## src/core/tsfb_cfg.svh

```systemverilog
`ifndef TSFB_CFG_SVH
`define TSFB_CFG_SVH

// register word addresses, each word holds two bytes (offset 0 and 1)
`define TSFB_ADDR_FLAGS 8'h01
`define TSFB_ADDR_PAD 8'h02
`define TSFB_ADDR_POS 8'h03
`define TSFB_ADDR_TOUCH 8'h04

// system flags bit positions
`define TSFB_SYS_SHOW_RESET 7
`define TSFB_SYS_SEG_HOLD 6
`define TSFB_SYS_TUNE_FAULT 5
`define TSFB_SYS_NORMAL_SEG 3
`define TSFB_SYS_TUNE_BUSY 2
`define TSFB_SYS_IGNORE_HALT 1
`define TSFB_SYS_LOW_POWER 0

// event flags bit positions
`define TSFB_EVT_LOW_POWER 7
`define TSFB_EVT_SLIDE 5
`define TSFB_EVT_TAP 4
`define TSFB_EVT_TUNING 3
`define TSFB_EVT_PAD 2
`define TSFB_EVT_TOUCH 1
`define TSFB_EVT_PROX 0

// trackpad gesture flag bit positions
`define TSFB_PAD_ZONE_HI 7
`define TSFB_PAD_ZONE_LO 6
`define TSFB_PAD_RIGHT 5
`define TSFB_PAD_LEFT 4
`define TSFB_PAD_DOWN 3
`define TSFB_PAD_UP 2
`define TSFB_PAD_TAP 1
`define TSFB_PAD_IN_USE 0

// zone boundaries on the vertical axis and horizontal ceiling
`define TSFB_ZONE1_END 8'h55
`define TSFB_ZONE2_END 8'hAA
`define TSFB_X_MAX 8'h7F

// reset values
`define TSFB_RESET_SYS 8'h80
`define TSFB_RESET_BYTE 8'h00

`endif

```

## src/core/tsfb_pkg.sv

```systemverilog
`default_nettype none

package tsfb_pkg;

    // levels reported by the sensing engine
    typedef struct packed {
        logic low_power;
        logic normal_seg;
        logic tuning_busy;
        logic tuning_fault;
        logic seg_hold;
        logic ignore_halt;
        logic pad_in_use;
        logic prox_ch0;
        logic [6:0] touch;
    } tsfb_status_t;

    // one-cycle event pulses from the sensing engine
    typedef struct packed {
        logic low_power_entry;
        logic slide;
        logic tap;
        logic tuning_done;
        logic pad_activity;
        logic touch_ev;
        logic prox_ev;
    } tsfb_event_t;

    // one-cycle gesture pulses from the gesture detector
    typedef struct packed {
        logic slide_right;
        logic slide_left;
        logic slide_down;
        logic slide_up;
        logic tap;
    } tsfb_gesture_t;

    // host access port
    typedef struct packed {
        logic rd_en;
        logic wr_en;
        logic [7:0] addr;
        logic offset;
        logic [7:0] wdata;
    } tsfb_host_req_t;

endpackage : tsfb_pkg

`default_nettype wire

```

## src/core/tsfb_bank.sv

```systemverilog
// Behaviour
// - reset sets system flag bit 7; it stays until the host acknowledges
// - system bit 6 shows baseline averaging blocked in normal segment
// - system bit 5 shows a tuning error, zero otherwise
// - system bit 3 shows the normal-power segment is active
// - system bit 2 shows automatic tuning is running
// - system bit 1 shows the global baseline halt is ignored
// - system bit 0 shows low-power mode
// - event bit 7 set on low-power entry
// - event bit 5 set on a slide gesture
// - event bit 4 set on a tap gesture
// - event bit 3 set on a tuning event
// - event bit 2 set on a trackpad event
// - event bit 1 set on a touch event
// - event bit 0 set on a proximity event
// - pad bits 7:6 give zone: 00 none, 01/10/11 by vertical position
// - pad bits 5..2 set on slide right, left, down, up
// - pad bit 1 set on a tap, zero when none to report
// - pad bit 0 shows the trackpad is in use
// - horizontal position is unsigned, 0 to 127
// - vertical position is unsigned, 0 to 255
// - proximity byte bit 0 shows proximity on the wake channel
// - touch byte bits 6..0 show touch on channels 6..0
`timescale 1ns/1ps
`include "tsfb_cfg.svh"
`default_nettype none

module tsfb_bank
    import tsfb_pkg::*;
(
    input wire logic clk_sys_in,
    input wire logic reset_n_in,
    input wire tsfb_status_t status_in,
    input wire tsfb_event_t event_in,
    input wire tsfb_gesture_t gesture_in,
    input wire logic [7:0] horizontal_position_in,
    input wire logic [7:0] vertical_position_in,
    input wire logic position_valid_in,
    input wire logic reset_ack_in,
    input wire logic window_end_in,
    input wire logic clear_pad_flags_in,
    input wire tsfb_host_req_t host_req_in,
    output logic [7:0] rd_data_out,
    output logic rd_valid_out
);

    logic [7:0] system_flags_r;
    logic [7:0] event_flags_r;
    logic [7:0] trackpad_gesture_flags_r;
    logic [7:0] horizontal_position_r;
    logic [7:0] vertical_position_r;
    logic [7:0] proximity_flag_byte_r;
    logic [7:0] touch_flag_byte_r;
    logic show_reset_r;
    logic [7:0] event_set;
    logic [4:0] gest_set;
    logic any_gesture;
    logic [7:0] rd_data_nxt;

    // zone code for a vertical position
    function automatic logic [1:0] zone_of(input logic [7:0] y);
        if (y < `TSFB_ZONE1_END)
            zone_of = 2'b01;
        else if (y < `TSFB_ZONE2_END)
            zone_of = 2'b10;
        else
            zone_of = 2'b11;
    endfunction : zone_of

    // read mux shared by the host port
    function automatic logic [7:0] pick(input logic [7:0] lo, input logic [7:0] hi,
                                        input logic off);
        pick = off ? hi : lo;
    endfunction : pick

    always_ff @(posedge clk_sys_in or negedge reset_n_in)
    begin
        if (!reset_n_in)
            show_reset_r <= 1'b1;
        else if (reset_ack_in)
            show_reset_r <= 1'b0;
    end

    always_ff @(posedge clk_sys_in or negedge reset_n_in)
    begin
        if (!reset_n_in)
            system_flags_r <= `TSFB_RESET_SYS;
        else
        begin
            system_flags_r <= `TSFB_RESET_BYTE;
            system_flags_r[`TSFB_SYS_SHOW_RESET] <= show_reset_r & ~reset_ack_in;
            system_flags_r[`TSFB_SYS_SEG_HOLD] <= status_in.seg_hold;
            system_flags_r[`TSFB_SYS_TUNE_FAULT] <= status_in.tuning_fault;
            system_flags_r[`TSFB_SYS_NORMAL_SEG] <= status_in.normal_seg;
            system_flags_r[`TSFB_SYS_TUNE_BUSY] <= status_in.tuning_busy;
            system_flags_r[`TSFB_SYS_IGNORE_HALT] <= status_in.ignore_halt;
            system_flags_r[`TSFB_SYS_LOW_POWER] <= status_in.low_power;
        end
    end

    always_comb
    begin
        event_set = `TSFB_RESET_BYTE;
        event_set[`TSFB_EVT_LOW_POWER] = event_in.low_power_entry;
        event_set[`TSFB_EVT_SLIDE] = event_in.slide;
        event_set[`TSFB_EVT_TAP] = event_in.tap;
        event_set[`TSFB_EVT_TUNING] = event_in.tuning_done;
        event_set[`TSFB_EVT_PAD] = event_in.pad_activity;
        event_set[`TSFB_EVT_TOUCH] = event_in.touch_ev;
        event_set[`TSFB_EVT_PROX] = event_in.prox_ev;
    end

    // sticky events: cleared at window end, a new event wins over the clear
    always_ff @(posedge clk_sys_in or negedge reset_n_in)
    begin
        if (!reset_n_in)
            event_flags_r <= `TSFB_RESET_BYTE;
        else if (window_end_in)
            event_flags_r <= event_set;
        else
            event_flags_r <= event_flags_r | event_set;
    end

    assign gest_set = {gesture_in.slide_right, gesture_in.slide_left,
                       gesture_in.slide_down, gesture_in.slide_up, gesture_in.tap};
    assign any_gesture = |gest_set;

    // gesture flags stay until a new gesture, or until window end when clearing is on
    always_ff @(posedge clk_sys_in or negedge reset_n_in)
    begin
        if (!reset_n_in)
            trackpad_gesture_flags_r <= `TSFB_RESET_BYTE;
        else
        begin
            trackpad_gesture_flags_r[`TSFB_PAD_IN_USE] <= status_in.pad_in_use;
            if (any_gesture)
            begin
                // zone taken from the position at the gesture
                trackpad_gesture_flags_r[`TSFB_PAD_ZONE_HI:`TSFB_PAD_ZONE_LO] <=
                    zone_of(vertical_position_in);
                trackpad_gesture_flags_r[`TSFB_PAD_RIGHT:`TSFB_PAD_TAP] <= gest_set;
            end
            else if (window_end_in && clear_pad_flags_in)
                trackpad_gesture_flags_r[`TSFB_PAD_ZONE_HI:`TSFB_PAD_TAP] <= 7'h00;
        end
    end

    // positions sampled when the engine offers a new point
    always_ff @(posedge clk_sys_in or negedge reset_n_in)
    begin
        if (!reset_n_in)
        begin
            horizontal_position_r <= `TSFB_RESET_BYTE;
            vertical_position_r <= `TSFB_RESET_BYTE;
        end
        else if (position_valid_in)
        begin
            horizontal_position_r <= (horizontal_position_in > `TSFB_X_MAX) ?
                                     `TSFB_X_MAX : horizontal_position_in;
            vertical_position_r <= vertical_position_in;
        end
    end

    // channel levels, spare bits forced low
    always_ff @(posedge clk_sys_in or negedge reset_n_in)
    begin
        if (!reset_n_in)
        begin
            proximity_flag_byte_r <= `TSFB_RESET_BYTE;
            touch_flag_byte_r <= `TSFB_RESET_BYTE;
        end
        else
        begin
            proximity_flag_byte_r <= {7'h00, status_in.prox_ch0};
            touch_flag_byte_r <= {1'b0, status_in.touch};
        end
    end

    // writes are never decoded; unmapped reads return zero
    always_comb
    begin
        case (host_req_in.addr)
            `TSFB_ADDR_FLAGS: rd_data_nxt = pick(system_flags_r, event_flags_r,
                                                 host_req_in.offset);
            `TSFB_ADDR_PAD: rd_data_nxt = host_req_in.offset ? `TSFB_RESET_BYTE :
                                          trackpad_gesture_flags_r;
            `TSFB_ADDR_POS: rd_data_nxt = pick(horizontal_position_r, vertical_position_r,
                                               host_req_in.offset);
            `TSFB_ADDR_TOUCH: rd_data_nxt = pick(proximity_flag_byte_r, touch_flag_byte_r,
                                                 host_req_in.offset);
            default: rd_data_nxt = `TSFB_RESET_BYTE;
        endcase
    end

    always_ff @(posedge clk_sys_in or negedge reset_n_in)
    begin
        if (!reset_n_in)
        begin
            rd_data_out <= `TSFB_RESET_BYTE;
            rd_valid_out <= 1'b0;
        end
        else
        begin
            rd_valid_out <= host_req_in.rd_en;
            if (host_req_in.rd_en)
                rd_data_out <= rd_data_nxt;
        end
    end

    a_show_reset_hold: assert property (
        @(posedge clk_sys_in) disable iff (!reset_n_in)
        (show_reset_r && !reset_ack_in) |=> system_flags_r[`TSFB_SYS_SHOW_RESET])
        else $error("show reset dropped without acknowledge");

    a_low_power_level: assert property (
        @(posedge clk_sys_in) disable iff (!reset_n_in)
        1'b1 |=> system_flags_r[`TSFB_SYS_LOW_POWER] == $past(status_in.low_power))
        else $error("low power bit does not follow mode");

    a_tune_busy_level: assert property (
        @(posedge clk_sys_in) disable iff (!reset_n_in)
        status_in.tuning_busy |=> system_flags_r[`TSFB_SYS_TUNE_BUSY])
        else $error("tuning busy bit missing");

    a_event_sticky: assert property (
        @(posedge clk_sys_in) disable iff (!reset_n_in)
        event_in.low_power_entry |=> event_flags_r[`TSFB_EVT_LOW_POWER]
            ##1 (event_flags_r[`TSFB_EVT_LOW_POWER] || $past(window_end_in)))
        else $error("low power event flag lost");

    a_slide_event: assert property (
        @(posedge clk_sys_in) disable iff (!reset_n_in)
        (event_in.slide && window_end_in) |=> event_flags_r[`TSFB_EVT_SLIDE])
        else $error("slide event lost to clear");

    a_prox_event: assert property (
        @(posedge clk_sys_in) disable iff (!reset_n_in)
        event_in.prox_ev |=> event_flags_r[`TSFB_EVT_PROX])
        else $error("proximity event flag missing");

    a_zone_code: assert property (
        @(posedge clk_sys_in) disable iff (!reset_n_in)
        (gesture_in.tap && vertical_position_in >= `TSFB_ZONE2_END) |=>
            trackpad_gesture_flags_r[`TSFB_PAD_ZONE_HI:`TSFB_PAD_ZONE_LO] == 2'b11)
        else $error("top zone code wrong");

    a_tap_flag: assert property (
        @(posedge clk_sys_in) disable iff (!reset_n_in)
        gesture_in.tap |=> trackpad_gesture_flags_r[`TSFB_PAD_TAP]
            ##1 (trackpad_gesture_flags_r[`TSFB_PAD_TAP] || $past(window_end_in)
                 || $past(any_gesture)))
        else $error("tap flag not held");

    a_x_range: assert property (
        @(posedge clk_sys_in) disable iff (!reset_n_in)
        horizontal_position_r <= `TSFB_X_MAX)
        else $error("horizontal position out of range");

    a_spare_zero: assert property (
        @(posedge clk_sys_in) disable iff (!reset_n_in)
        !system_flags_r[4] && !event_flags_r[6] && !touch_flag_byte_r[7]
            && proximity_flag_byte_r[7:1] == 7'h00)
        else $error("unassigned bit reads one");

    a_touch_follow: assert property (
        @(posedge clk_sys_in) disable iff (!reset_n_in)
        1'b1 |=> touch_flag_byte_r[6:0] == $past(status_in.touch))
        else $error("touch bits do not follow channels");

    a_read_data: assert property (
        @(posedge clk_sys_in) disable iff (!reset_n_in)
        (host_req_in.rd_en && host_req_in.addr == `TSFB_ADDR_TOUCH && host_req_in.offset)
            |=> rd_valid_out && rd_data_out == $past(touch_flag_byte_r))
        else $error("touch byte read wrong");

    a_seg_hold_level: assert property (
        @(posedge clk_sys_in) disable iff (!reset_n_in)
        1'b1 |=> system_flags_r[`TSFB_SYS_SEG_HOLD] == $past(status_in.seg_hold))
        else $error("segment hold bit does not follow engine");

    a_tune_fault_level: assert property (
        @(posedge clk_sys_in) disable iff (!reset_n_in)
        1'b1 |=> system_flags_r[`TSFB_SYS_TUNE_FAULT] == $past(status_in.tuning_fault))
        else $error("tuning fault bit does not follow engine");

    a_normal_seg_level: assert property (
        @(posedge clk_sys_in) disable iff (!reset_n_in)
        1'b1 |=> system_flags_r[`TSFB_SYS_NORMAL_SEG] == $past(status_in.normal_seg))
        else $error("normal segment bit does not follow engine");

    a_ignore_halt_level: assert property (
        @(posedge clk_sys_in) disable iff (!reset_n_in)
        1'b1 |=> system_flags_r[`TSFB_SYS_IGNORE_HALT] == $past(status_in.ignore_halt))
        else $error("ignore halt bit does not follow engine");

    a_tap_event: assert property (
        @(posedge clk_sys_in) disable iff (!reset_n_in)
        event_in.tap |=> event_flags_r[`TSFB_EVT_TAP])
        else $error("tap event flag missing");

    a_tuning_event: assert property (
        @(posedge clk_sys_in) disable iff (!reset_n_in)
        event_in.tuning_done |=> event_flags_r[`TSFB_EVT_TUNING])
        else $error("tuning event flag missing");

    a_pad_event: assert property (
        @(posedge clk_sys_in) disable iff (!reset_n_in)
        event_in.pad_activity |=> event_flags_r[`TSFB_EVT_PAD])
        else $error("trackpad event flag missing");

    a_touch_event: assert property (
        @(posedge clk_sys_in) disable iff (!reset_n_in)
        event_in.touch_ev |=> event_flags_r[`TSFB_EVT_TOUCH])
        else $error("touch event flag missing");

    a_event_clear: assert property (
        @(posedge clk_sys_in) disable iff (!reset_n_in)
        (window_end_in && !event_in.prox_ev) |=> !event_flags_r[`TSFB_EVT_PROX])
        else $error("proximity event flag not cleared at window end");

    a_gesture_bits: assert property (
        @(posedge clk_sys_in) disable iff (!reset_n_in)
        any_gesture |=> trackpad_gesture_flags_r[`TSFB_PAD_RIGHT:`TSFB_PAD_TAP] == $past(gest_set))
        else $error("gesture bits do not match gesture");

    a_pad_clear: assert property (
        @(posedge clk_sys_in) disable iff (!reset_n_in)
        (window_end_in && clear_pad_flags_in && !any_gesture) |=>
            trackpad_gesture_flags_r[`TSFB_PAD_ZONE_HI:`TSFB_PAD_TAP] == 7'h00)
        else $error("gesture flags not cleared at window end");

    a_pad_in_use: assert property (
        @(posedge clk_sys_in) disable iff (!reset_n_in)
        1'b1 |=> trackpad_gesture_flags_r[`TSFB_PAD_IN_USE] == $past(status_in.pad_in_use))
        else $error("trackpad in use bit does not follow engine");

    a_x_clamp: assert property (
        @(posedge clk_sys_in) disable iff (!reset_n_in)
        (position_valid_in && horizontal_position_in > `TSFB_X_MAX) |=>
            horizontal_position_r == `TSFB_X_MAX)
        else $error("horizontal position not clamped");

    a_y_follow: assert property (
        @(posedge clk_sys_in) disable iff (!reset_n_in)
        position_valid_in |=> vertical_position_r == $past(vertical_position_in))
        else $error("vertical position not taken");

    a_prox_level: assert property (
        @(posedge clk_sys_in) disable iff (!reset_n_in)
        1'b1 |=> proximity_flag_byte_r[0] == $past(status_in.prox_ch0))
        else $error("proximity bit does not follow channel");

    a_read_valid: assert property (
        @(posedge clk_sys_in) disable iff (!reset_n_in)
        1'b1 |=> rd_valid_out == $past(host_req_in.rd_en))
        else $error("read valid does not follow read request");

    a_write_ignored: assert property (
        @(posedge clk_sys_in) disable iff (!reset_n_in)
        (host_req_in.wr_en && !host_req_in.rd_en) |=> !rd_valid_out && $stable(rd_data_out))
        else $error("write changed the read port");

    a_system_read: assert property (
        @(posedge clk_sys_in) disable iff (!reset_n_in)
        (host_req_in.rd_en && host_req_in.addr == `TSFB_ADDR_FLAGS && !host_req_in.offset)
            |=> rd_data_out == $past(system_flags_r))
        else $error("system flags read wrong");

endmodule : tsfb_bank

`default_nettype wire

```

## config.mk

```make
export PLATFORM = sky130hd
export DESIGN_NAME = tsfb_bank
export DESIGN_NICKNAME = d
export VERILOG_FILES = /design/src/core/tsfb_pkg.sv /design/src/core/tsfb_bank.sv
export VERILOG_INCLUDE_DIRS = /design/src /design/src/core
export SDC_FILE = /design/constraint.sdc
export NUM_CORES = 1
export LEC_CHECK = 0
export ABC_CLOCK_PERIOD_IN_PS = 1500
export BUFFER_PORTS_ARGS = -buffer_cell sky130_fd_sc_hd__buf_2
export CORE_ASPECT_RATIO = 1.25
export CORE_MARGIN = 5
export CORE_UTILIZATION = 45
export DETAILED_ROUTE_END_ITERATION = 8
export PLACE_DENSITY = 0.83
export REMOVE_ABC_BUFFERS = 1
export SYNTH_ARGS = -nofsm -noshare
export SYNTH_HDL_FRONTEND = slang
export SYNTH_SLANG_ARGS = --single-unit
export TNS_END_PERCENT = 100
```

## constraint.sdc

```tcl
create_clock -name clk_sys_in -period 1.5 [get_ports clk_sys_in]
set_clock_uncertainty 0.15 [all_clocks]
set_input_delay 0.3 -clock clk_sys_in [delete_from_list [all_inputs] [get_ports clk_sys_in]]
set_output_delay 0.3 -clock clk_sys_in [all_outputs]
set_load 0.01 [all_outputs]
```

* Word-level counts from Yosys, hierarchy flattened
Index checks and enable logic that the tools add are counted.
Widths: inputs -> output; s select.
** Cells by class
- $lt $le $gt $ge :: 3
- Equality and inequality tests :: 4
- Mux-type cells :: 11
- Bitwise logic cells :: 3
- Reduce and logical (&&, ||, !) cells :: 3
** Operator list (number)
- $mux 8 :: 5
- $pmux 8 s4 :: 1
- $mux 7 :: 3
- $eq 8x2->1 const B :: 2
- $eq 8x1->1 const B :: 1
- $eq 8x3->1 const B :: 1
- $gt 8x7->1 const B :: 1
- $lt 8x7->1 const B :: 1
- $lt 8x8->1 const B :: 1
- $or 8x8->8 :: 1
- $reduce_or 5->1 :: 1
- $mux 2 :: 1
- $reduce_bool 2->1 :: 1
- $and 1x1->1 :: 1
- $logic_and 1x1->1 :: 1
- $mux 1 :: 1
- $not 1->1 :: 1
** Word-level totals
- Register bits :: 57
- Input port bits :: 68
- Output and inout port bits :: 9
- Word-level logic and storage cells :: 35

* Logic depth before layout (Yosys ltp)
Gate-level depths: netlist (run 1).
- Depth after elaboration :: 4
- Mapped depth :: 6
- Depth with buffers taken out :: 4

* Worst setup path before layout (run 1)
No wires, ideal clock.
- Path kind :: in2reg
- Start :: input port host_req_in[10] in the netlist's numbering
- End :: register rd_data_out[1]
- Setup time :: 126 ps
- Arrival time :: 1320 ps
- Data required time :: 1224 ps
- Slack :: -96 ps
- Cell stages on the path :: 5
- Cells stage by stage :: buf_6 mux4_2 a22oi_1 nor2_1 a221o_1
** Between the ends
- Word-level cells in the longest chain between the ends :: 2
- Elaborated cells on any way between the ends :: 5
** RTL lines
- start: declaration :: RTL line tsfb_bank.sv:42 : input wire tsfb_host_req_t host_req_in,
- $eq 8x3->1 (tied with other cells) :: RTL line tsfb_bank.sv:182 : case (host_req_in.addr)
- $pmux 8 s4 * :: RTL line tsfb_bank.sv:182
- end signal: assignment :: RTL line tsfb_bank.sv:199 : rd_data_out <= `TSFB_RESET_BYTE;
- end signal: assignment :: RTL line tsfb_bank.sv:206 : rd_data_out <= rd_data_nxt;
- end: declaration :: RTL line tsfb_bank.sv:43 : output logic [7:0] rd_data_out,
Mark *: on every way between the ends. The rest lies on a longest branch, timed or not.
A chain may end at the register's enable or synchronous reset.

* Worst setup path in the final report (run 1)
- Start :: register vertical_position_r[1]
- End :: register rd_data_out[1]
** Between the ends
- Word-level cells in the longest chain between the ends :: 2
** RTL lines
- start: declaration :: RTL line tsfb_bank.sv:51 : logic [7:0] vertical_position_r;
- start signal: assignment :: RTL line tsfb_bank.sv:154 : vertical_position_r <= `TSFB_RESET_BYTE;
- start signal: assignment :: RTL line tsfb_bank.sv:160 : vertical_position_r <= vertical_position_in;
- $mux 8 :: RTL line tsfb_bank.sv:73 : pick = off ? hi : lo;
- $pmux 8 s4 :: RTL line tsfb_bank.sv:182
No other way between the ends.

==> results of run 1 <==
report_power, final:
part	internal [W]	switching, W
clock	0.000496	0.000470
combinational	0.000241	0.000176
sequential	0.00159	0.0000436
total	0.00233	0.000690
layout by cell type (no fill, tap or decap), types with 8 or more instances in the layout:
cell type / instances
sky130_fd_sc_hd__a21o_1: 14
sky130_fd_sc_hd__a21oi_1: 12
sky130_fd_sc_hd__buf_2: 67
sky130_fd_sc_hd__buf_4: 27
sky130_fd_sc_hd__dfrtp_1: 54
sky130_fd_sc_hd__dlygate4sd3_1: 18
sky130_fd_sc_hd__mux2_2: 8
sky130_fd_sc_hd__nor2_1: 19
final cells by class:
cell class | instances | area share (%)
multi-input cells | 110 | 26.99
clock inverters | 2 | 1.094
clock buffers | 6 | 2.266
repair buffers | 113 | 23.05
inverters | 3 | 0.3516
well taps | 62 | 2.422
flip-flops and latches | 56 | 43.83
repair_timing:
action,in CTS,in global routing
endpoints found under the hold margin,72,0
pin swaps,5,0
hold buffers,18,0
buffers inserted,2,3
endpoints found under the setup margin,4,7
gates resized for setup,2,2
layer usage:
layer / share of wire (%) / vias up / routed length (um)
met3: 7.6 / 10 / 409
li1: - / 863 / -
met5: 0 / - / 0
met1: 40 / 890 / 2149
met2: 51 / 63 / 2764
met4: 1.7 / 0 / 92
how the worst max path moves through the flow:
stage               cells after the start             end
finish                                  4  rd_data_out[1]
floorplan                               4  rd_data_out[1]
global route                            4  rd_data_out[1]
detailed placement                      6  rd_data_out[1]
CTS                                     4  rd_data_out[1]
global placement                        7  rd_data_out[0]
flip-flops by register name, indices dropped and copies added (netlist names), 7 cells and up:
register / cells
horizontal_position_r: 8
rd_data_out: 8
trackpad_gesture_flags_r: 8
vertical_position_r: 8
event_flags_r: 7
system_flags_r: 7
touch_flag_byte_r: 7
kinds of logic after synthesis:
family / share of synthesized area, %
compound gates: 15.56
simple gates: 10.15
mux: 11.08
buf+inv: 1.965
flops: 61.24
cells in the mapped netlist (all sizes together):
library cell / count / area, sq um
a211o: 1 / 8.760
a21o: 14 / 105.1
a21oi: 12 / 60.06
a221o: 5 / 50.05
a22o: 2 / 17.52
a22oi: 6 / 45.04
a32o: 1 / 10.01
and3: 1 / 6.260
and4bb: 1 / 16.27
buf: 4 / 26.27
clkbuf: 2 / 7.510
dfrtp: 54 / 1351
dfstp: 2 / 52.55
inv: 3 / 11.26
mux2: 9 / 101.4
mux2i: 4 / 40.04
mux4: 5 / 112.6
nand2: 5 / 18.77
nand2b: 2 / 12.51
nand3b: 2 / 15.01
nand4: 1 / 21.27
nor2: 19 / 71.32
nor2b: 5 / 31.28
nor3: 1 / 5.000
nor3b: 1 / 7.510
nor4: 1 / 12.51
nor4b: 1 / 8.760
o211ai: 1 / 7.510
o21a: 1 / 7.510
o21ai: 6 / 30.03
o22ai: 1 / 6.260
o2bb2ai: 1 / 8.760
or3: 1 / 6.260
critical path, cell delays in order (launching register included):
cell,delay [ns]
sky130_fd_sc_hd__dfrtp_1,0.39
sky130_fd_sc_hd__mux4_2,0.49
sky130_fd_sc_hd__a22oi_2,0.13
sky130_fd_sc_hd__nor2_1,0.06
sky130_fd_sc_hd__a221o_1,0.26
per-stage QoR:
stage / setup TNS [ns] / hold WS, ns / instance area (sq um) / total power, W / utilization (%)
2_1_floorplan: -0.07127 / -0.1456 / 2258 / 0.001791 / -
3_3_place_gp: -1.781 / 0.1668 / 2856 / 0.002008 / 57.05
3_5_place_dp: -2.022 / 0.1696 / 2856 / 0.002023 / 57.05
4_1_cts: -0.2851 / 0.009354 / 3169 / 0.003026 / 63.29
5_1_grt: -0.4153 / 0.01441 / 3203 / 0.003155 / 63.97
6_report: -0.2881 / 0.01273 / 3203 / 0.003019 / 63.97
==> flow_summary.ini, run 1 <==
[outcome]
status = complete, but fails checks
failed_checks = negative setup slack

[sta]
rsz0062_at_grt = true
final.min_clock_period_ns = 1.586
timing_worst_slew_pin_value_ns = 0.4685
final_worst_setup_slack_ns = -0.08605
timing.final.hold_violations = 0
finalCritPeriodShare_pct = 105.7
maxSlewViolCount = 0
maxClockFrequency_mhz = 630.5
worst_slew_margin_rel_pct = 68.70
setup_viol_count_final = 4

[floorplanning]
floorplan.core_area_sq_um = 5007
io_pins = 77
die-width_um = 73.84
dieArea_sq_um = 6630
std_cell_rows = 29
initial_core_util_pct = 45.78
die-height_um = 89.80

[drt]
detailroute.via_count = 1826
post_drt_wl_per_cell_um = 15.38
via_per_instance_ratio = 5.188
drt_pre_antenna_iters = 4
total_wirelength_mm = 5.415
drt_iter0_drc = 92
postRouteAntennaNets = 0
route.detailed.drc = 0

[setup_path]
ff2ff_path_depth = 4
regToRegStartpoint = vertical_position_r[1]
worstPathMaxFanout = 2
timing.critical_path.to_type = flop
worst_setup_sp = vertical_position_r[1]
start_kind = flop
worst-endpoint-required_ns = 1.55
capture_instance_of_the_worst_register_to_register_path = rd_data_out[1]
reg2reg_setup_slack_ns = -0.09
worst-setup-path-type = reg2reg
critical_path_arrival_ns = 1.63

[place]
dp.final_hpwl_mm = 3.973
detailedPlace.worstSlack_ns = -0.2941
count_of_input_and_output_buffers = 67
place_inst = 321
globalplace.congestion = 0.7888

[synth]
ys_warn_count = 0
yosysSeqAreaShare_pct = 61.24
synthDistinctLibCells = 36
synth_area_sq_um = 2292
avgSynthCellArea_sq_um = 13.10
post_synth_inst_count = 175
post_synthesis_sequential_element_count = 56

[clock_network]
clk_pin_slew_worst_paths_ns = 0.09
clock_sinks = 56
number_of_cts_inserted_buffers = 5
clkLatencyLatePin_ns = 0.31
clock_tree.htree_level_count = 2
root_buffer = sky130_fd_sc_hd__clkbuf_8
cts_max_path_buffers = 2
cts_tree = done

[cells_and_area]
area_growth_pct = 39.74
stdcell_count = 352
multi_input_gate_area_sq_um = 864.6
final_nets = 357
layout.area.seq_sq_um = 1404
drive_gt1_share_pct = 42.76
num-fill-cells = 397
final_antenna_diode_count = 0

[global_routing]
gr-total-overflow = 0
grt_use_total_pct = 17.44
gr-max-usage-layer = met2
grt_use_met2_pct = 29.73
number_of_antenna_violations_at_the_first_check_in_global_routing = 0
grt_use_met3_pct = 4.464
grt_first_pass_wirelength_mm = 8.873
grt_pass1_vias = 1937
grt_max_degree = 57
grt_use_met1_pct = 20.72

[job]
max-cap-violations = 0

[worst_hold_path]
min_path_cells = 2
min-delay-start = event_in[5]
hp-class = in2reg
holdPathEnd = event_flags_r[5]

[power]
total_leakage_power_nw = 1.543
irDropWorstVdd_uv = 689.2
cellPowerDensity_nw_per_um2 = 942.7
Note: power is estimated with default switching activity, not from simulation.
==> run 2: changes to the inputs <==
--- a/config.mk
+++ b/config.mk
@@ -13,7 +13,6 @@
 export CORE_UTILIZATION = 45
 export DETAILED_ROUTE_END_ITERATION = 8
 export PLACE_DENSITY = 0.83
-export REMOVE_ABC_BUFFERS = 1
 export SYNTH_ARGS = -nofsm -noshare
 export SYNTH_HDL_FRONTEND = slang
 export SYNTH_SLANG_ARGS = --single-unit
==> flow_summary.ini, run 2 (synthesis gave the netlist of run 1 again) <==
[outcome]
status = complete, but fails checks
failed_checks = negative setup slack

[sta]
maxClockFrequency_mhz = 620.9
maxSlewViolCount = 0
tns_ns = -0.3689
finalCritPeriodShare_pct = 107.4
worst_slew_margin_rel_pct = 71.81
rsz0062_at_grt = true
final.min_clock_period_ns = 1.611
timing_worst_slew_pin_value_ns = 0.4170
setup_viol_count_final = 4
timing.final.hold_violations = 0
final_worst_setup_slack_ns = -0.1106

[drt]
drt_iter0_drc = 91
total_wirelength_mm = 5.270
route.detailed.drc = 0
postRouteAntennaNets = 0
drt_pre_antenna_iters = 4
post_drt_wl_per_cell_um = 15.14
via_per_instance_ratio = 5.115
detailroute.via_count = 1780

[clock_network]
root_buffer = sky130_fd_sc_hd__clkbuf_8
clkLatencyLatePin_ns = 0.31
cts_max_path_buffers = 2
clk_pin_slew_worst_paths_ns = 0.09
number_of_cts_inserted_buffers = 5
clock_sinks = 56
clock_tree.htree_level_count = 2
cts_tree = done

[worst_hold_path]
hp-class = in2reg

[global_routing]
grt_pass1_vias = 1860
grt_max_degree = 57
number_of_antenna_violations_at_the_first_check_in_global_routing = 0
grt_use_total_pct = 16.75
grt_first_pass_wirelength_mm = 8.500
gr-total-overflow = 0

[floorplanning]
die-height_um = 89.80
dieArea_sq_um = 6630
std_cell_rows = 29
io_pins = 77
die-width_um = 73.84
floorplan.core_area_sq_um = 5007
initial_core_util_pct = 45.78

[cells_and_area]
stdcell_count = 348
layout_common_cells = sky130_fd_sc_hd__buf_2, sky130_fd_sc_hd__dfrtp_1, sky130_fd_sc_hd__buf_4, sky130_fd_sc_hd__nor2_1, sky130_fd_sc_hd__dlygate4sd3_1
drive_gt1_share_pct = 42.66
final_nets = 353
final_common_cell = sky130_fd_sc_hd__buf_2
area_growth_pct = 37.94
final_antenna_diode_count = 0

[place]
count_of_input_and_output_buffers = 67
globalplace.congestion = 0.7996
place_inst = 321
dp.final_hpwl_mm = 4.049

[setup_path]
worst-endpoint-required_ns = 1.54
start_kind = flop
worstPathMaxFanout = 2
worst-setup-path-type = reg2reg
timing.critical_path.to_type = flop
critical_path_arrival_ns = 1.65

[power]
irDropWorstVdd_uv = 564.2
total_leakage_power_nw = 1.520
cellPowerDensity_nw_per_um2 = 906.1

[job]
max-cap-violations = 0

[synth]
synthesis.nets = 243
run 2: metrics by stage:
stage          hold slack (ns)  instance area [sq um]  power, W  utilization [%]  worst slack, ns
2_1_floorplan          -0.1456                   2310  0.001815                -         -0.07727
3_3_place_gp            0.1666                   2861  0.002008            57.15          -0.2082
3_5_place_dp            0.1656                   2861  0.002024            57.15          -0.2415
4_1_cts                0.01929                   3147  0.002878            62.84          -0.1300
5_1_grt                0.01501                   3162  0.002982            63.14          -0.1628
6_report               0.02177                   3162  0.002865            63.14          -0.1106
run 2: path summary, 6_finish.rpt:
check / start / slack, ns / end / cells after the start
max: horizontal_position_r[3] / -0.11 / rd_data_out[3] / 4
min: event_in[0] / 0.02 / event_flags_r[0] / 2
max reg2reg: horizontal_position_r[3] / -0.11 / rd_data_out[3] / 4
min reg2reg: show_reset_r / 0.33 / show_reset_r / 1
max in group asynchronous: reset_n_in / 0.55 / system_flags_r[7] / 3
min in group asynchronous: reset_n_in / 0.37 / system_flags_r[2] / 3
run 2: what timing repair did:
item | CTS | global route
setup endpoints to repair | 4 | 4
buffers inserted | 1 | 0
hold buffers | 18 | 0
endpoints found under the hold margin | 72 | 0
gates resized for setup | 1 | 3
pin swaps | 4 | 4
run 2: cell type report:
class	count	area (sq um)
flip-flops and latches	56	1404
clock inverters	2	10.01
well taps	62	77.57
fillers	406	1846
multi-input cells	110	868.3
repair buffers	109	708.2
clock buffers	6	82.58
inverters	3	11.26
run 2: routing by layer:
layer / GRT usage, % / vias up / wire length [um]
met5: 0 / - / 0
met4: 5.438 / 0 / 80
met2: 27.66 / 49 / 2729
li1: - / 859 / -
met3: 5.804 / 6 / 412
met1: 20.09 / 866 / 2048
run 2: critical path, stage by stage, from the launching register on:
cell	delay, ns
sky130_fd_sc_hd__dfrtp_1	0.41
sky130_fd_sc_hd__mux4_2	0.47
sky130_fd_sc_hd__a22oi_2	0.13
sky130_fd_sc_hd__nor2_1	0.07
sky130_fd_sc_hd__a221o_1	0.27
run 2: where the power goes:
group	total (W)	leakage [nW]	internal, W	switching [W]
clock network	0.000825	0.0510	0.000369	0.000456
logic	0.000402	0.817	0.000230	0.000172
registers	0.00164	0.652	0.00159	0.0000448
==> run 3: changes to the inputs <==
--- a/config.mk
+++ b/config.mk
@@ -7,7 +7,7 @@
 export NUM_CORES = 1
 export LEC_CHECK = 0
 export ABC_CLOCK_PERIOD_IN_PS = 1500
-export BUFFER_PORTS_ARGS = -buffer_cell sky130_fd_sc_hd__buf_2
+export BUFFER_PORTS_ARGS = -buffer_cell sky130_fd_sc_hd__buf_4
 export CORE_ASPECT_RATIO = 1.25
 export CORE_MARGIN = 5
 export CORE_UTILIZATION = 45
==> constraint.sdc (replaced) <==
create_clock -name clk_sys_in -period 1.5 [get_ports clk_sys_in]
set_clock_uncertainty 0.15 [all_clocks]
set_input_delay 0.3 -clock clk_sys_in [delete_from_list [all_inputs] [get_ports clk_sys_in]]
set_output_delay 0.3 -clock clk_sys_in [all_outputs]
set_load 0.1 [all_outputs]
==> flow_summary.ini, run 3 (synthesis gave the netlist of run 1 again) <==
[clock_network]
clkLatencyLatePin_ns = 0.31
cts_max_path_buffers = 2
cts_tree = done
clk_pin_slew_worst_paths_ns = 0.10
root_buffer = sky130_fd_sc_hd__clkbuf_8
clock_tree.htree_level_count = 2
number_of_cts_inserted_buffers = 5
clock_sinks = 56

[cells_and_area]
final_nets = 364
area_growth_pct = 50.11
drive_gt1_share_pct = 43.10
final_util_pct = 68.72
layout_common_cells = sky130_fd_sc_hd__buf_4, sky130_fd_sc_hd__dfrtp_1, sky130_fd_sc_hd__dlygate4sd3_1, sky130_fd_sc_hd__nor2_1, sky130_fd_sc_hd__a21o_1
final_antenna_diode_count = 0
final_area_sq_um = 3441
final_common_cell = sky130_fd_sc_hd__buf_4

[global_routing]
number_of_antenna_violations_at_the_first_check_in_global_routing = 0
grt_first_pass_wirelength_mm = 9.259
grt_pass1_vias = 1939
gr-total-overflow = 0
grt_use_total_pct = 18.02
grt_max_degree = 27

[synth]
synthesis.nets = 243

[sta]
finalCritPeriodShare_pct = 105.3
tns_ns = -0.2913
timing.final.hold_violations = 0
worst_slew_margin_rel_pct = 71.46
final_worst_setup_slack_ns = -0.08021
maxClockFrequency_mhz = 632.8
timing_worst_slew_pin_value_ns = 0.4221
whs_ns = 0.01683
setup_viol_count_final = 4
maxSlewViolCount = 0
final.min_clock_period_ns = 1.580
rsz0062_at_grt = true

[drt]
post_drt_wl_per_cell_um = 15.67
drt_pre_antenna_iters = 4
postRouteAntennaNets = 0
total_wirelength_mm = 5.627
via_per_instance_ratio = 5.120
drt_iter0_drc = 39
route.detailed.drc = 0
detailroute.via_count = 1838

[setup_path]
worstSetupEndpoint = rd_data_out[3]
worst-endpoint-required_ns = 1.56
ff2ff_path_depth = 4
worst-setup-path-type = reg2reg
reg2reg_setup_slack_ns = -0.08
regToRegStartpoint = vertical_position_r[3]
worstPathMaxFanout = 2
timing.critical_path.to_type = flop
critical_path_arrival_ns = 1.64
worst_setup_sp = vertical_position_r[3]
capture_instance_of_the_worst_register_to_register_path = rd_data_out[3]
start_kind = flop

[place]
globalplace.congestion = 0.8316
place_area_sq_um = 3044
detailedPlace.worstSlack_ns = -0.2351
count_of_input_and_output_buffers = 67
dp.final_hpwl_mm = 4.225

[outcome]
status = complete, but fails checks
failed_checks = negative setup slack

[power]
clock_power_share_pct = 31.9
switching_share_pct = 23.60
cellPowerDensity_nw_per_um2 = 910.2
p_sw_w = 0.0007391
power_frac_seq_pct = 52.3
intPower_w = 0.002393
combinationalPowerShare_pct = 15.8
total_leakage_power_nw = 1.628
irDropWorstVdd_uv = 552.8

[job]
max-cap-violations = 0

[floorplanning]
die-width_um = 73.84
std_cell_rows = 29
dieArea_sq_um = 6630
die-height_um = 89.80
initial_core_util_pct = 45.78
floorplan.core_area_sq_um = 5007
io_pins = 77

[worst_hold_path]
hp-class = in2reg
==> run 3: cell count changes in the layout (fill, tap and decap cells not counted) <==
cell,previous run,this run
sky130_fd_sc_hd__dlygate4sd3_1,18,22
sky130_fd_sc_hd__clkinv_2,2,0
sky130_fd_sc_hd__clkinv_4,0,2
sky130_fd_sc_hd__a22oi_1,2,3
sky130_fd_sc_hd__buf_2,67,0
sky130_fd_sc_hd__bufinv_16,0,1
sky130_fd_sc_hd__a22oi_2,4,3
sky130_fd_sc_hd__clkbuf_8,6,5
sky130_fd_sc_hd__buf_4,23,97
==> run 3: stage by stage <==
stage	total power (W)	instances
6_report	0.003132	359
5_1_grt	0.003264	359
4_1_cts	0.003125	352
3_5_place_dp	0.002091	323
3_3_place_gp	0.002073	323
2_1_floorplan	0.001832	175
==> run 3: area by class of cell <==
class	instances	area, sq um
inverter	3	11.26
fill	375	1567
clock inverter	3	47.55
tap	62	77.57
sequential	56	1404
clock buffer	5	68.82
multi-input combinational	110	863.3
timing repair buffer	120	968.4
==> run 3: power groups by stage <==
stage          clock (W)  sequential (W)  combinational, W
3_5_place_dp           0         0.00167          0.000423
4_1_cts          0.00101         0.00164          0.000476
6_report        0.000999         0.00164          0.000495
3_3_place_gp           0         0.00166          0.000412
2_1_floorplan          0         0.00167          0.000165
5_1_grt          0.00108         0.00165          0.000540
==> run 3: metal layers <==
metal / vias to the layer above / part of all wire, % / track usage [%] / routed length (um)
met5: - / 0 / 0 / 0
met4: 0 / 1.7 / 6.042 / 98
met3: 8 / 6.7 / 4.911 / 378
met2: 46 / 51 / 29.81 / 2888
met1: 904 / 40 / 22.35 / 2262
li1: 880 / - / - / -
==> run 3: what timing repair did <==
action / 4_1_cts / 5_1_grt
setup endpoints to repair: 4 / 4
endpoints found under the hold margin: 39 / 4
hold buffers: 18 / 4
gates resized for setup: 1 / 2
pin swaps: 0 / 0
buffers inserted: 3 / 3
==> run 3: worst min path at each step <==
stage | to | slack (ns) | start | cells after the start
finish | event_flags_r[0] | 0.02 | event_in[0] | 2
global route | event_flags_r[3] | 0.0009 | event_in[3] | 2
CTS | event_flags_r[2] | 0.006 | event_in[2] | 2
detailed placement | rd_data_out[2] | 0.08 | reset_n_in | 1
global placement | rd_data_out[5] | 0.08 | reset_n_in | 1
floorplan | event_flags_r[0] | -0.15 | reset_n_in | 0
==> run 3: worst max-delay path, stage by stage, from the launching register on <==
cell and delay, ns:
sky130_fd_sc_hd__dfrtp_1 0.39, sky130_fd_sc_hd__mux4_2 0.48, sky130_fd_sc_hd__a22oi_2 0.13, sky130_fd_sc_hd__nor2_1 0.07, sky130_fd_sc_hd__a221o_1 0.26
